`src/lcdbk_pkg.sv`:
```
// Package: register map, field layout, reset values and modes of the LCD blink and memory control block
package lcdbk_pkg;
    localparam int unsigned LCDBK_WORDS = 8;
    localparam int unsigned LCDBK_DW = 8;
    localparam int unsigned LCDBK_SEGS = LCDBK_WORDS * LCDBK_DW;
    // Byte addresses on the bus, one aligned 32-bit word each
    localparam logic [7:0] LCDBK_OFS_BLKCTL = 8'h00;
    localparam logic [7:0] LCDBK_OFS_MEMCTL = 8'h04;
    localparam logic [7:0] LCDBK_OFS_IFG = 8'h08;
    localparam logic [7:0] LCDBK_OFS_IE = 8'h0C;
    localparam logic [7:0] LCDBK_OFS_MUXCFG = 8'h10;
    localparam logic [7:0] LCDBK_OFS_SEGMEM = 8'h40;
    localparam logic [7:0] LCDBK_OFS_BLKMEM = 8'h60;
    localparam logic [7:0] LCDBK_MEM_SPAN = 8'h20;
    // Field positions
    localparam int unsigned LCDBK_MODE_LSB = 0;
    localparam int unsigned LCDBK_PRE_LSB = 2;
    localparam int unsigned LCDBK_DISP_BIT = 0;
    localparam int unsigned LCDBK_CLRM_BIT = 1;
    localparam int unsigned LCDBK_CLRBM_BIT = 2;
    localparam int unsigned LCDBK_OFF_BIT = 0;
    localparam int unsigned LCDBK_ON_BIT = 1;
    localparam int unsigned LCDBK_MUX_LSB = 0;
    // Reset values
    localparam logic [1:0] LCDBK_MODE_RST = 2'h0;
    localparam logic [2:0] LCDBK_PRE_RST = 3'h0;
    localparam logic [2:0] LCDBK_MUX_RST = 3'h0;
    localparam logic [1:0] LCDBK_FLAG_RST = 2'h0;
    // Mux code of 5-mux; at and above it the memory-based blink modes stop
    localparam logic [2:0] LCDBK_MUX_5 = 3'h4;
    // Wait cycles of a register read
    localparam logic [1:0] LCDBK_RD_WAIT = 2'h2;
    typedef enum logic [1:0] {
        LCDBK_BLINK_OFF = 2'b00,
        LCDBK_BLINK_SEG = 2'b01,
        LCDBK_BLINK_ALL = 2'b10,
        LCDBK_BLINK_SWAP = 2'b11
    } lcdbk_mode_e;
endpackage

```
`src/lcdbk_mem.sv`:
```
// Segment and blink memory banks with walking bulk clear and registered read port
`timescale 1ns/100ps
module lcdbk_mem
    import lcdbk_pkg::*;
(
    input wire logic clk_in,
    input wire logic sys_rst_in,
    input wire logic wr_en_in,
    input wire logic wr_bank_in,
    input wire logic [2:0] wr_idx_in,
    input wire logic [7:0] wr_data_in,
    input wire logic rd_bank_in,
    input wire logic [2:0] rd_idx_in,
    output logic [7:0] rd_data_out,
    input wire logic [1:0] clr_req_in,
    output logic [1:0] clr_done_out,
    output logic [63:0] seg_bits_out,
    output logic [63:0] blk_bits_out
);
    logic [63:0] bank_bits [2];
    logic [7:0] rd_data_ff;

    genvar b;
    generate
        for (b = 0; b < 2; b++) begin : g_bank
            logic [7:0] mem_ff [LCDBK_WORDS];
            logic [2:0] clr_idx_ff;
            always_ff @(posedge clk_in or posedge sys_rst_in) begin
                if (sys_rst_in) begin
                    for (int i = 0; i < LCDBK_WORDS; i++) begin
                        mem_ff[i] <= 8'h00;
                    end
                end else begin
                    if (wr_en_in && (wr_bank_in == b[0])) begin
                        mem_ff[wr_idx_in] <= wr_data_in;
                    end
                    // Clear beats a write to the same word
                    if (clr_req_in[b]) begin
                        mem_ff[clr_idx_ff] <= 8'h00;
                    end
                end
            end
            always_ff @(posedge clk_in or posedge sys_rst_in) begin
                if (sys_rst_in) begin
                    clr_idx_ff <= 3'h0;
                end else if (clr_req_in[b]) begin
                    clr_idx_ff <= clr_idx_ff + 3'h1;
                end else begin
                    clr_idx_ff <= 3'h0;
                end
            end
            assign clr_done_out[b] = clr_req_in[b] && (clr_idx_ff == 3'h7);
            for (genvar w = 0; w < LCDBK_WORDS; w++) begin : g_word
                assign bank_bits[b][w*8 +: 8] = mem_ff[w];
            end
        end
    endgenerate

    always_ff @(posedge clk_in or posedge sys_rst_in) begin
        if (sys_rst_in) begin
            rd_data_ff <= 8'h00;
        end else begin
            rd_data_ff <= bank_bits[rd_bank_in][{rd_idx_in, 3'h0} +: 8];
        end
    end

    assign rd_data_out = rd_data_ff;
    assign seg_bits_out = bank_bits[0];
    assign blk_bits_out = bank_bits[1];
endmodule // lcdbk_mem

```
`src/lcdbk_top.sv`:
```
// LCD blink clock, blink modes, display memory select and bulk clear control with Avalon-MM registers
`timescale 1ns/100ps
module lcdbk_top
    import lcdbk_pkg::*;
(
    input wire logic clk_in,
    input wire logic sys_rst_in,
    input wire logic frame_tick_in,
    input wire logic [7:0] avs_address_in,
    input wire logic avs_read_in,
    input wire logic avs_write_in,
    input wire logic [31:0] avs_writedata_in,
    input wire logic [3:0] avs_byteenable_in,
    output logic [31:0] avs_readdata_out,
    output logic avs_waitrequest_out,
    output logic [63:0] seg_drive_out,
    output logic blink_clock_out,
    output logic irq_out
);
    logic [1:0] mode_ff;
    logic [2:0] prescale_ff;
    logic [2:0] mux_rate_ff;
    logic disp_sel_ff;
    logic nxt_disp_sel;
    logic clr_seg_ff;
    logic clr_blk_ff;
    logic [1:0] flag_ff;
    logic [1:0] mask_ff;
    logic [11:0] frm_cnt_ff;
    logic [11:0] half_period;
    logic blink_clk_ff;
    logic blink_rise;
    logic blink_fall;
    logic [1:0] rd_cnt_ff;
    logic [31:0] readdata_ff;
    logic [63:0] seg_drive_ff;
    logic [63:0] seg_bits;
    logic [63:0] blk_bits;
    logic [7:0] mem_rd_data;
    logic [1:0] clr_done;
    logic wr_lane;
    logic wr_blkctl;
    logic wr_memctl;
    logic wr_ifg;
    logic wr_ie;
    logic wr_mux;
    logic in_mem;
    logic mem_bank;
    logic mem_wr;
    logic mux_high;
    logic [7:0] wd;
    lcdbk_mode_e mode;

    assign mode = lcdbk_mode_e'(mode_ff);
    assign wd = avs_writedata_in[7:0];
    assign wr_lane = avs_write_in && avs_byteenable_in[0];
    assign wr_blkctl = wr_lane && (avs_address_in == LCDBK_OFS_BLKCTL);
    assign wr_memctl = wr_lane && (avs_address_in == LCDBK_OFS_MEMCTL);
    assign wr_ifg = wr_lane && (avs_address_in == LCDBK_OFS_IFG);
    assign wr_ie = wr_lane && (avs_address_in == LCDBK_OFS_IE);
    assign wr_mux = wr_lane && (avs_address_in == LCDBK_OFS_MUXCFG);
    assign in_mem = (avs_address_in >= LCDBK_OFS_SEGMEM) && (avs_address_in < LCDBK_OFS_BLKMEM + LCDBK_MEM_SPAN)
        && (avs_address_in[1:0] == 2'h0);
    assign mem_bank = avs_address_in >= LCDBK_OFS_BLKMEM;
    assign mem_wr = wr_lane && in_mem;
    // 5-mux and above disable memory based blinking and blink memory clearing
    assign mux_high = mux_rate_ff >= LCDBK_MUX_5;

    // Control fields
    always_ff @(posedge clk_in or posedge sys_rst_in) begin
        if (sys_rst_in) begin
            mode_ff <= LCDBK_MODE_RST;
            prescale_ff <= LCDBK_PRE_RST;
            mux_rate_ff <= LCDBK_MUX_RST;
            mask_ff <= LCDBK_FLAG_RST;
        end else begin
            if (wr_blkctl) begin
                mode_ff <= wd[LCDBK_MODE_LSB +: 2];
                prescale_ff <= wd[LCDBK_PRE_LSB +: 3];
            end
            if (wr_mux) begin
                mux_rate_ff <= wd[LCDBK_MUX_LSB +: 3];
            end
            if (wr_ie) begin
                mask_ff <= wd[1:0];
            end
        end
    end

    // Blink clock: toggles every half period of frames; held low while blinking is off
    assign half_period = 12'((({9'h0, mux_rate_ff} + 12'h1) << ({1'b0, prescale_ff} + 4'h1)));

    always_ff @(posedge clk_in or posedge sys_rst_in) begin
        if (sys_rst_in) begin
            frm_cnt_ff <= 12'h000;
            blink_clk_ff <= 1'b0;
        end else if (mode == LCDBK_BLINK_OFF) begin
            frm_cnt_ff <= 12'h000;
            blink_clk_ff <= 1'b0;
        end else if (frame_tick_in) begin
            // A mid-blink divisor change may run one period long; software avoids it
            if (frm_cnt_ff >= half_period - 12'h1) begin
                frm_cnt_ff <= 12'h000;
                blink_clk_ff <= ~blink_clk_ff;
            end else begin
                frm_cnt_ff <= frm_cnt_ff + 12'h1;
            end
        end
    end

    assign blink_rise = (mode != LCDBK_BLINK_OFF) && frame_tick_in && !blink_clk_ff
        && (frm_cnt_ff >= half_period - 12'h1);
    assign blink_fall = (mode != LCDBK_BLINK_OFF) && frame_tick_in && blink_clk_ff
        && (frm_cnt_ff >= half_period - 12'h1);

    // Event flags: set wins over a memory-write or W1C clear
    always_ff @(posedge clk_in or posedge sys_rst_in) begin
        if (sys_rst_in) begin
            flag_ff <= LCDBK_FLAG_RST;
        end else begin
            for (int i = 0; i < 2; i++) begin
                if ((i == LCDBK_ON_BIT && blink_rise) || (i == LCDBK_OFF_BIT && blink_fall)) begin
                    flag_ff[i] <= 1'b1;
                end else if (mem_wr || (wr_ifg && wd[i])) begin
                    flag_ff[i] <= 1'b0;
                end
            end
        end
    end

    assign irq_out = |(flag_ff & mask_ff);

    // Display memory select
    always_comb begin
        nxt_disp_sel = disp_sel_ff;
        if (mux_high || mode == LCDBK_BLINK_SEG || mode == LCDBK_BLINK_ALL) begin
            nxt_disp_sel = 1'b0;
        end else if (mode == LCDBK_BLINK_SWAP) begin
            nxt_disp_sel = ~blink_clk_ff;
        end else if (wr_memctl) begin
            nxt_disp_sel = wd[LCDBK_DISP_BIT];
        end
        if (wr_blkctl && mode == LCDBK_BLINK_SWAP && wd[LCDBK_MODE_LSB +: 2] == LCDBK_BLINK_OFF) begin
            nxt_disp_sel = 1'b0;
        end
    end

    always_ff @(posedge clk_in or posedge sys_rst_in) begin
        if (sys_rst_in) begin
            disp_sel_ff <= 1'b0;
        end else begin
            disp_sel_ff <= nxt_disp_sel;
        end
    end

    // Bulk clears stay set while the walker runs
    always_ff @(posedge clk_in or posedge sys_rst_in) begin
        if (sys_rst_in) begin
            clr_seg_ff <= 1'b0;
            clr_blk_ff <= 1'b0;
        end else begin
            if (wr_memctl && wd[LCDBK_CLRM_BIT]) begin
                clr_seg_ff <= 1'b1;
            end else if (clr_done[0]) begin
                clr_seg_ff <= 1'b0;
            end
            if (wr_memctl && wd[LCDBK_CLRBM_BIT] && !mux_high) begin
                clr_blk_ff <= 1'b1;
            end else if (clr_done[1] || mux_high) begin
                clr_blk_ff <= 1'b0;
            end
        end
    end

    lcdbk_mem u_mem (
        .clk_in(clk_in),
        .sys_rst_in(sys_rst_in),
        .wr_en_in(mem_wr),
        .wr_bank_in(mem_bank),
        .wr_idx_in(avs_address_in[4:2]),
        .wr_data_in(wd),
        .rd_bank_in(mem_bank),
        .rd_idx_in(avs_address_in[4:2]),
        .rd_data_out(mem_rd_data),
        .clr_req_in({clr_blk_ff, clr_seg_ff}),
        .clr_done_out(clr_done),
        .seg_bits_out(seg_bits),
        .blk_bits_out(blk_bits)
    );

    // Segment drive
    always_ff @(posedge clk_in or posedge sys_rst_in) begin
        if (sys_rst_in) begin
            seg_drive_ff <= 64'h0;
        end else begin
            case (mode)
                LCDBK_BLINK_ALL: seg_drive_ff <= blink_clk_ff ? seg_bits : 64'h0;
                LCDBK_BLINK_SEG: begin
                    if (mux_high || blink_clk_ff) begin
                        seg_drive_ff <= seg_bits;
                    end else begin
                        seg_drive_ff <= seg_bits & ~blk_bits;
                    end
                end
                default: seg_drive_ff <= disp_sel_ff ? blk_bits : seg_bits;
            endcase
        end
    end

    assign seg_drive_out = seg_drive_ff;
    assign blink_clock_out = blink_clk_ff;

    // Reads take two wait cycles: memory word, then the bus data register
    always_ff @(posedge clk_in or posedge sys_rst_in) begin
        if (sys_rst_in) begin
            rd_cnt_ff <= 2'h0;
        end else if (avs_read_in && rd_cnt_ff != LCDBK_RD_WAIT) begin
            rd_cnt_ff <= rd_cnt_ff + 2'h1;
        end else begin
            rd_cnt_ff <= 2'h0;
        end
    end

    always_ff @(posedge clk_in or posedge sys_rst_in) begin
        if (sys_rst_in) begin
            readdata_ff <= 32'h0;
        end else if (avs_read_in && rd_cnt_ff == 2'h1) begin
            readdata_ff <= 32'h0;
            if (in_mem) begin
                readdata_ff[7:0] <= mem_rd_data;
            end else begin
                case (avs_address_in)
                    LCDBK_OFS_BLKCTL: readdata_ff[4:0] <= {prescale_ff, mode_ff};
                    LCDBK_OFS_MEMCTL: readdata_ff[2:0] <= {clr_blk_ff, clr_seg_ff, disp_sel_ff};
                    LCDBK_OFS_IFG: readdata_ff[1:0] <= flag_ff;
                    LCDBK_OFS_IE: readdata_ff[1:0] <= mask_ff;
                    LCDBK_OFS_MUXCFG: readdata_ff[2:0] <= mux_rate_ff;
                    default: readdata_ff <= 32'h0;
                endcase
            end
        end
    end

    assign avs_readdata_out = readdata_ff;
    assign avs_waitrequest_out = avs_read_in && (rd_cnt_ff != LCDBK_RD_WAIT);

    // Checks
    a_blink_half_len: assert property (@(posedge clk_in) disable iff (sys_rst_in)
        frm_cnt_ff < half_period || mode == LCDBK_BLINK_OFF || $changed(half_period))
        else $error("blink frame counter ran past half period");
    a_blink_edge_tick: assert property (@(posedge clk_in) disable iff (sys_rst_in)
        $changed(blink_clk_ff) && $past(mode) != LCDBK_BLINK_OFF |-> $past(frame_tick_in))
        else $error("blink clock moved without a frame tick");
    a_mode_off_idle: assert property (@(posedge clk_in) disable iff (sys_rst_in)
        mode == LCDBK_BLINK_OFF |=> !blink_clk_ff)
        else $error("blink clock ran while blinking disabled");
    a_on_flag_set: assert property (@(posedge clk_in) disable iff (sys_rst_in)
        $rose(blink_clk_ff) |-> flag_ff[LCDBK_ON_BIT])
        else $error("blink-on flag not set on rise");
    a_off_flag_set: assert property (@(posedge clk_in) disable iff (sys_rst_in)
        $fell(blink_clk_ff) && $past(mode) != LCDBK_BLINK_OFF |-> flag_ff[LCDBK_OFF_BIT])
        else $error("blink-off flag not set on fall");
    a_flag_mem_clr: assert property (@(posedge clk_in) disable iff (sys_rst_in)
        mem_wr && !blink_rise && !blink_fall |=> flag_ff == 2'h0)
        else $error("memory write did not clear flags");
    a_flag_w1c: assert property (@(posedge clk_in) disable iff (sys_rst_in)
        wr_ifg && wd[LCDBK_OFF_BIT] && !blink_fall |=> !flag_ff[LCDBK_OFF_BIT])
        else $error("write one did not clear blink-off flag");
    a_disp_held_zero: assert property (@(posedge clk_in) disable iff (sys_rst_in)
        mux_high || mode == LCDBK_BLINK_SEG || mode == LCDBK_BLINK_ALL |=> !disp_sel_ff)
        else $error("display select not held at zero");
    a_disp_swap_track: assert property (@(posedge clk_in) disable iff (sys_rst_in)
        mode == LCDBK_BLINK_SWAP && !mux_high && !wr_blkctl |=> disp_sel_ff == !$past(blink_clk_ff))
        else $error("display select does not track shown memory");
    a_disp_back_zero: assert property (@(posedge clk_in) disable iff (sys_rst_in)
        wr_blkctl && mode == LCDBK_BLINK_SWAP && wd[LCDBK_MODE_LSB +: 2] == LCDBK_BLINK_OFF |=> !disp_sel_ff)
        else $error("display select not cleared on return to mode 00");
    a_disp_sw_write: assert property (@(posedge clk_in) disable iff (sys_rst_in)
        wr_memctl && mode == LCDBK_BLINK_OFF && !mux_high |=> disp_sel_ff == $past(wd[LCDBK_DISP_BIT]))
        else $error("display select write not taken in mode 00");
    a_clrbm_high: assert property (@(posedge clk_in) disable iff (sys_rst_in)
        mux_high |=> !clr_blk_ff)
        else $error("blink memory clear ran at high mux");
    a_clrbm_set: assert property (@(posedge clk_in) disable iff (sys_rst_in)
        wr_memctl && wd[LCDBK_CLRBM_BIT] && !mux_high |=> clr_blk_ff)
        else $error("blink memory clear did not start");
    a_clrm_set: assert property (@(posedge clk_in) disable iff (sys_rst_in)
        wr_memctl && wd[LCDBK_CLRM_BIT] |=> clr_seg_ff)
        else $error("segment memory clear did not start");
    a_clrm_done: assert property (@(posedge clk_in) disable iff (sys_rst_in)
        $rose(clr_seg_ff) |-> clr_seg_ff [*8] ##1 (!clr_seg_ff || $past(wr_memctl)))
        else $error("segment clear did not finish in eight cycles");
    a_all_off_half: assert property (@(posedge clk_in) disable iff (sys_rst_in)
        mode == LCDBK_BLINK_ALL && !blink_clk_ff |=> seg_drive_ff == 64'h0)
        else $error("segments not off in off half");
    a_all_on_half: assert property (@(posedge clk_in) disable iff (sys_rst_in)
        mode == LCDBK_BLINK_ALL && blink_clk_ff |=> seg_drive_ff == $past(seg_bits))
        else $error("segments not shown in on half");
    a_seg_blink_mask: assert property (@(posedge clk_in) disable iff (sys_rst_in)
        mode == LCDBK_BLINK_SEG && !mux_high && !blink_clk_ff |=> (seg_drive_ff & $past(blk_bits)) == 64'h0)
        else $error("blinked segment shown in off half");
    a_seg_on_half: assert property (@(posedge clk_in) disable iff (sys_rst_in)
        mode == LCDBK_BLINK_SEG && blink_clk_ff |=> seg_drive_ff == $past(seg_bits))
        else $error("segment memory not shown in on half");
    a_seg_mux_high: assert property (@(posedge clk_in) disable iff (sys_rst_in)
        mode == LCDBK_BLINK_SEG && mux_high |=> seg_drive_ff == $past(seg_bits))
        else $error("segment blink not suppressed at high mux");
    a_seg_default: assert property (@(posedge clk_in) disable iff (sys_rst_in)
        mode == LCDBK_BLINK_OFF && !disp_sel_ff |=> seg_drive_ff == $past(seg_bits))
        else $error("segment memory not displayed");
    // Bus timing
    a_write_no_wait: assert property (@(posedge clk_in) disable iff (sys_rst_in)
        avs_write_in |-> !avs_waitrequest_out)
        else $error("write was stalled");
    a_read_wait_two: assert property (@(posedge clk_in) disable iff (sys_rst_in)
        $rose(avs_read_in) |-> avs_waitrequest_out ##1 avs_waitrequest_out ##1 !avs_waitrequest_out)
        else $error("read did not answer after two wait cycles");

    c_swap_mode: cover property (@(posedge clk_in) mode == LCDBK_BLINK_SWAP && $rose(disp_sel_ff));
    c_blk_clear: cover property (@(posedge clk_in) $fell(clr_blk_ff));
    c_seg_clear: cover property (@(posedge clk_in) $fell(clr_seg_ff));
    c_all_blink: cover property (@(posedge clk_in) mode == LCDBK_BLINK_ALL && $fell(blink_clk_ff));
    c_irq: cover property (@(posedge clk_in) $rose(irq_out));
endmodule // lcdbk_top

```
`config.mk`:
```
export PLATFORM = sky130hd
export DESIGN_NAME = lcdbk_top
export DESIGN_NICKNAME = d
export VERILOG_FILES = /design/src/lcdbk_pkg.sv /design/src/lcdbk_mem.sv /design/src/lcdbk_top.sv
export SDC_FILE = /design/constraint.sdc
export NUM_CORES = 1
export LEC_CHECK = 0
export ABC_AREA = 1
export ABC_CLOCK_PERIOD_IN_PS = 8700
export BUFFER_PORTS_ARGS = -buffer_cell sky130_fd_sc_hd__buf_2
export CAP_MARGIN = 20
export CORE_MARGIN = 5
export CORE_UTILIZATION = 45
export CTS_CLUSTER_SIZE = 14
export DETAILED_ROUTE_END_ITERATION = 7
export GPL_ROUTABILITY_DRIVEN = 0
export PLACE_DENSITY = 0.72
export SYNTH_ARGS = -nofsm -noshare
export SYNTH_HDL_FRONTEND = slang
export SYNTH_HIERARCHICAL = 1
export SYNTH_SLANG_ARGS = --single-unit
export TNS_END_PERCENT = 20
```
`constraint.sdc`:
```
create_clock -name clk_in -period 8.7 [get_ports clk_in]
set_input_delay 0.87 -clock clk_in [delete_from_list [all_inputs] [get_ports clk_in]]
set_output_delay 0.87 -clock clk_in [all_outputs]
set_load 0.05 [all_outputs]
```
==> flow_summary_export.csv <==
group,metric,value,unit
drt,drtIter0Drc,1404,
die,die_w,186,um
worst_hold_path,min_path_type,"in2async",
place,placed_cells,2297,
critical_path,crit_type,"in2reg",
cts,postCtsSetupBuffers,0,
cts,cts-root-buf,"clkbuf_16",
logic_synthesis,avgSynthCellArea,7.50,um2
cells_and_area,fillCellCount,2972,
cts,cts_hold_buf,0,
sta,holdWs,360,ps
sta,relSlewSlack,0.266,
logic_synthesis,synth_top_family_by_area,"simple AND/OR/NAND/NOR gates",
place,io_buffer_count,96,
logic_synthesis,yosysTopAreaCell,"dfrtp_1",
grt,grt_pass1_wl,67800,um
cells_and_area,final_common_cell,"nand2_1",
run,cap_viol_max_count,0,
critical_path,reg2reg_from,"prescale_ff[0]",
cts,ctsResizeCount,0,
cts,htree_levels,1,
place,post-place-ws,4620,ps
critical_path,path_cells,"buf_2, inv_1, nand2_1, nor3_2, inv_1, nor2_1, inv_1, nor2_4, buf_4, nand2_1, nand2_1, a21oi_1",
die,core_region_area,30700,um2
logic_synthesis,synth_area_leaders,"dfrtp_1 44%, nand2_1 16%, a21oi_1 7.1%, nand3_1 7.0%, inv_1 4.9%",
die,rows,64,
power_and_ir_drop,p_comb_frac,0.229,
critical_path,ff2ff_setup_slack,5260,ps
die,fp.dieH,186,um
logic_synthesis,synth_compound_area_frac,0.0870,
sta,tns,0,ps
power_and_ir_drop,internal_power,2.06,mW
cells_and_area,final_util,0.507,
critical_path,max_stage_delay,830,ps
logic_synthesis,synth.distinct_cells,44,
critical_path,worst_setup_path_start_kind,"input port",
critical_path,cp-end-kind,"register",
cts,cts_inserted_buffers,27,
drt,drt.antenna.violating_nets,0,
power_and_ir_drop,powerDensity,199,nW/um2
critical_path,worstPathRequired,9080,ps
grt,gr-total-overflow,0,
sta,fmax,274,MHz
grt,antenna_found_initial,0,
drt,routed_wl,42100,um
critical_path,arrival,4030,ps
power_and_ir_drop,clock_power_share,0.365,
power_and_ir_drop,power,3.10,mW
cts,clkLatencyLatePin,530,ps
place,dp_hpwl,26800,um
logic_synthesis,yosys_warnings,6,
cells_and_area,instances_no_fill,2346,
drt,viasPerCell,5.54,
drt,drc_errors,0,
logic_synthesis,synth_top_area_frac,0.436,
power_and_ir_drop,p_seq_frac,0.406,
critical_path,reg2reg_to,"frm_cnt_ff[3]",
power_and_ir_drop,switching_power,1.04,mW
grt,grt_pass1_vias,12600,
logic_synthesis,yosys.area_share.simple,0.306,
sta,layout_min_cycle_time,3660,ps
cells_and_area,layout_common_cells,"594 x nand2_1, 244 x dfrtp_1, 199 x a21oi_1, 197 x nand3_1, 180 x inv_1",
cells_and_area,n_antenna_cell,0,
cts,clockBufferDepth,3,
sta,setup_viol,0,
die,dieArea,34800,um2
cells_and_area,multi_input_area,6760,um2
power_and_ir_drop,p_leak,7.66,nW
critical_path,worst-r2r-cell-count,20,
logic_synthesis,syn_inst,1869,
cells_and_area,finalNetCount,2006,
sta,grt_setup_unrepaired,"no",
critical_path,slowest_stage,"nor2_4",
sta,slew_violations,0,
sta,skew,10.1,ps
die,io-pin-count,148,
logic_synthesis,synth-xor-area-share,0.00929,
drt,drt-wirelength-per-cell,17.9,um
logic_synthesis,yosys.area_share.adder,0.0241,
sta,worst_pin_slew,1100,ps
power_and_ir_drop,p_sw_frac,0.334,
sta,fin_ws,5040,ps
drt,dr_total_vias,13000,
power_and_ir_drop,ir_drop,145,uV
cells_and_area,final_layout_size_suffix_gt1_frac,0.115,
die,start_util,0.457,
cells_and_area,regArea,6110,um2
logic_synthesis,syn_area,14000,um2
logic_synthesis,ys_seq_elements,244,
drt,first_pass_iters,6,
logic_synthesis,muxShareOfSynthArea,0.0465,
cts,clk_pin_slew,60,ps
cells_and_area,stdcell_area,15500,um2
cells_and_area,syn_to_final_growth,10.9,%
critical_path,cp_max_fo,37,
sta,hold_violations,0,
grt,grt_max_degree,95,
outcome,outcome,"finished clean",
place,dpl-instance-area,14700,um2
logic_synthesis,yosysSeqAreaShare,0.436,
sta,final.period_utilization,0.420,
cts,cts_sinks,244,
grt,gr-usage-all-layers,0.232,
cts,cts_tree,"yes",
==> Yosys cell counts <==
master,instances
o22ai_1,3
nand2_4,8
clkbuf_1,27
nor2_4,7
nor2_2,10
and2_1,1
nor3_2,4
buf_2,37
nand4_1,11
xnor2_2,1
buf_6,2
nand3_2,11
buf_4,28
xnor2_1,3
a31oi_1,2
clkinv_2,1
o211ai_1,1
conb_1,1
o21ai_0,23
inv_2,10
nand3_4,1
buf_1,5
a21oi_1,200
o21ai_1,1
o311ai_0,2
clkinv_1,1
nand3b_1,1
mux2i_1,64
xor2_1,10
ha_1,27
mux2_1,1
nor2_1,118
nand3_1,197
nand2_2,12
dfrtp_1,244
nand2_1,595
a22o_1,1
o21a_1,1
nor2_8,1
o21ai_2,2
nor3_1,8
or2_1,2
a211oi_1,1
inv_1,183
==> per-layer routing <==
| layer | track usage | part of all wire |
|---|---|---|
| met5 | 0 | 0 |
| met2 | 0.366 | 0.45 |
| met3 | 0.0491 | 0.10 |
| met4 | 0.0521 | 0.021 |
| met1 | 0.332 | 0.42 |
==> sequential cells by signal (all words and copies together) (netlist names), 3 cells and up <==
name / flops
u_mem/rd_data_out: 8
u_mem/seg_bits_out: 64
seg_drive_out: 64
avs_readdata_out: 8
frm_cnt_ff: 12
prescale_ff: 3
mux_rate_ff: 3
u_mem/g_bank.clr_idx_ff: 6
u_mem/blk_bits_out: 64
==> power groups by stage <==
stage / Combinational (mW) / Sequential (mW) / Clock [mW]
2_1_floorplan: 0.460 / 1.34 / 0
3_3_place_gp: 0.688 / 1.27 / 0
3_5_place_dp: 0.700 / 1.28 / 0
4_1_cts: 0.702 / 1.26 / 1.15
5_1_grt: 0.759 / 1.26 / 1.19
6_report: 0.709 / 1.26 / 1.13
==> kinds of logic (layout without fill, tap and decap cells) <==
kind of cell | count (synthesis) | count (layout)
compound gates | 237 | 237
xor+xnor | 14 | 14
fa+ha+maj | 27 | 27
buf+inv | 294 | 352
flops | 244 | 244
mux | 65 | 65
other cells | 1 | 24
simple gates | 987 | 987
==> layout make-up <==
class                      instances  share of cell area
clock inverter                    11             0.00725
tap                              396              0.0319
inverter                         195              0.0477
timing repair buffer             108              0.0367
sequential                       244               0.393
clock buffer                      38              0.0487
multi-input combinational       1354               0.435
==> critical path, delay by kind of cell <==
| family | cells | cell delay (ps) |
|---|---|---|
| compound gates | 1 | 70 |
| buf+inv | 5 | 1020 |
| simple gates | 6 | 2000 |
==> how the worst max path moves through the flow <==
stage	start	end	slack, ps	cells past startpoint
after floorplan	sys_rst_in	u_mem/blk_bits_out[0]	4020	1
after global placement	avs_address_in[0]	u_mem/seg_bits_out[57]	4640	12
after detailed placement	avs_address_in[0]	u_mem/seg_bits_out[56]	4620	12
after CTS	avs_address_in[0]	u_mem/seg_bits_out[56]	5160	12
after global routing	avs_address_in[0]	u_mem/seg_bits_out[57]	4820	12
final	avs_address_in[0]	u_mem/seg_bits_out[56]	5040	12
Note: power is estimated with default switching activity, not from simulation.
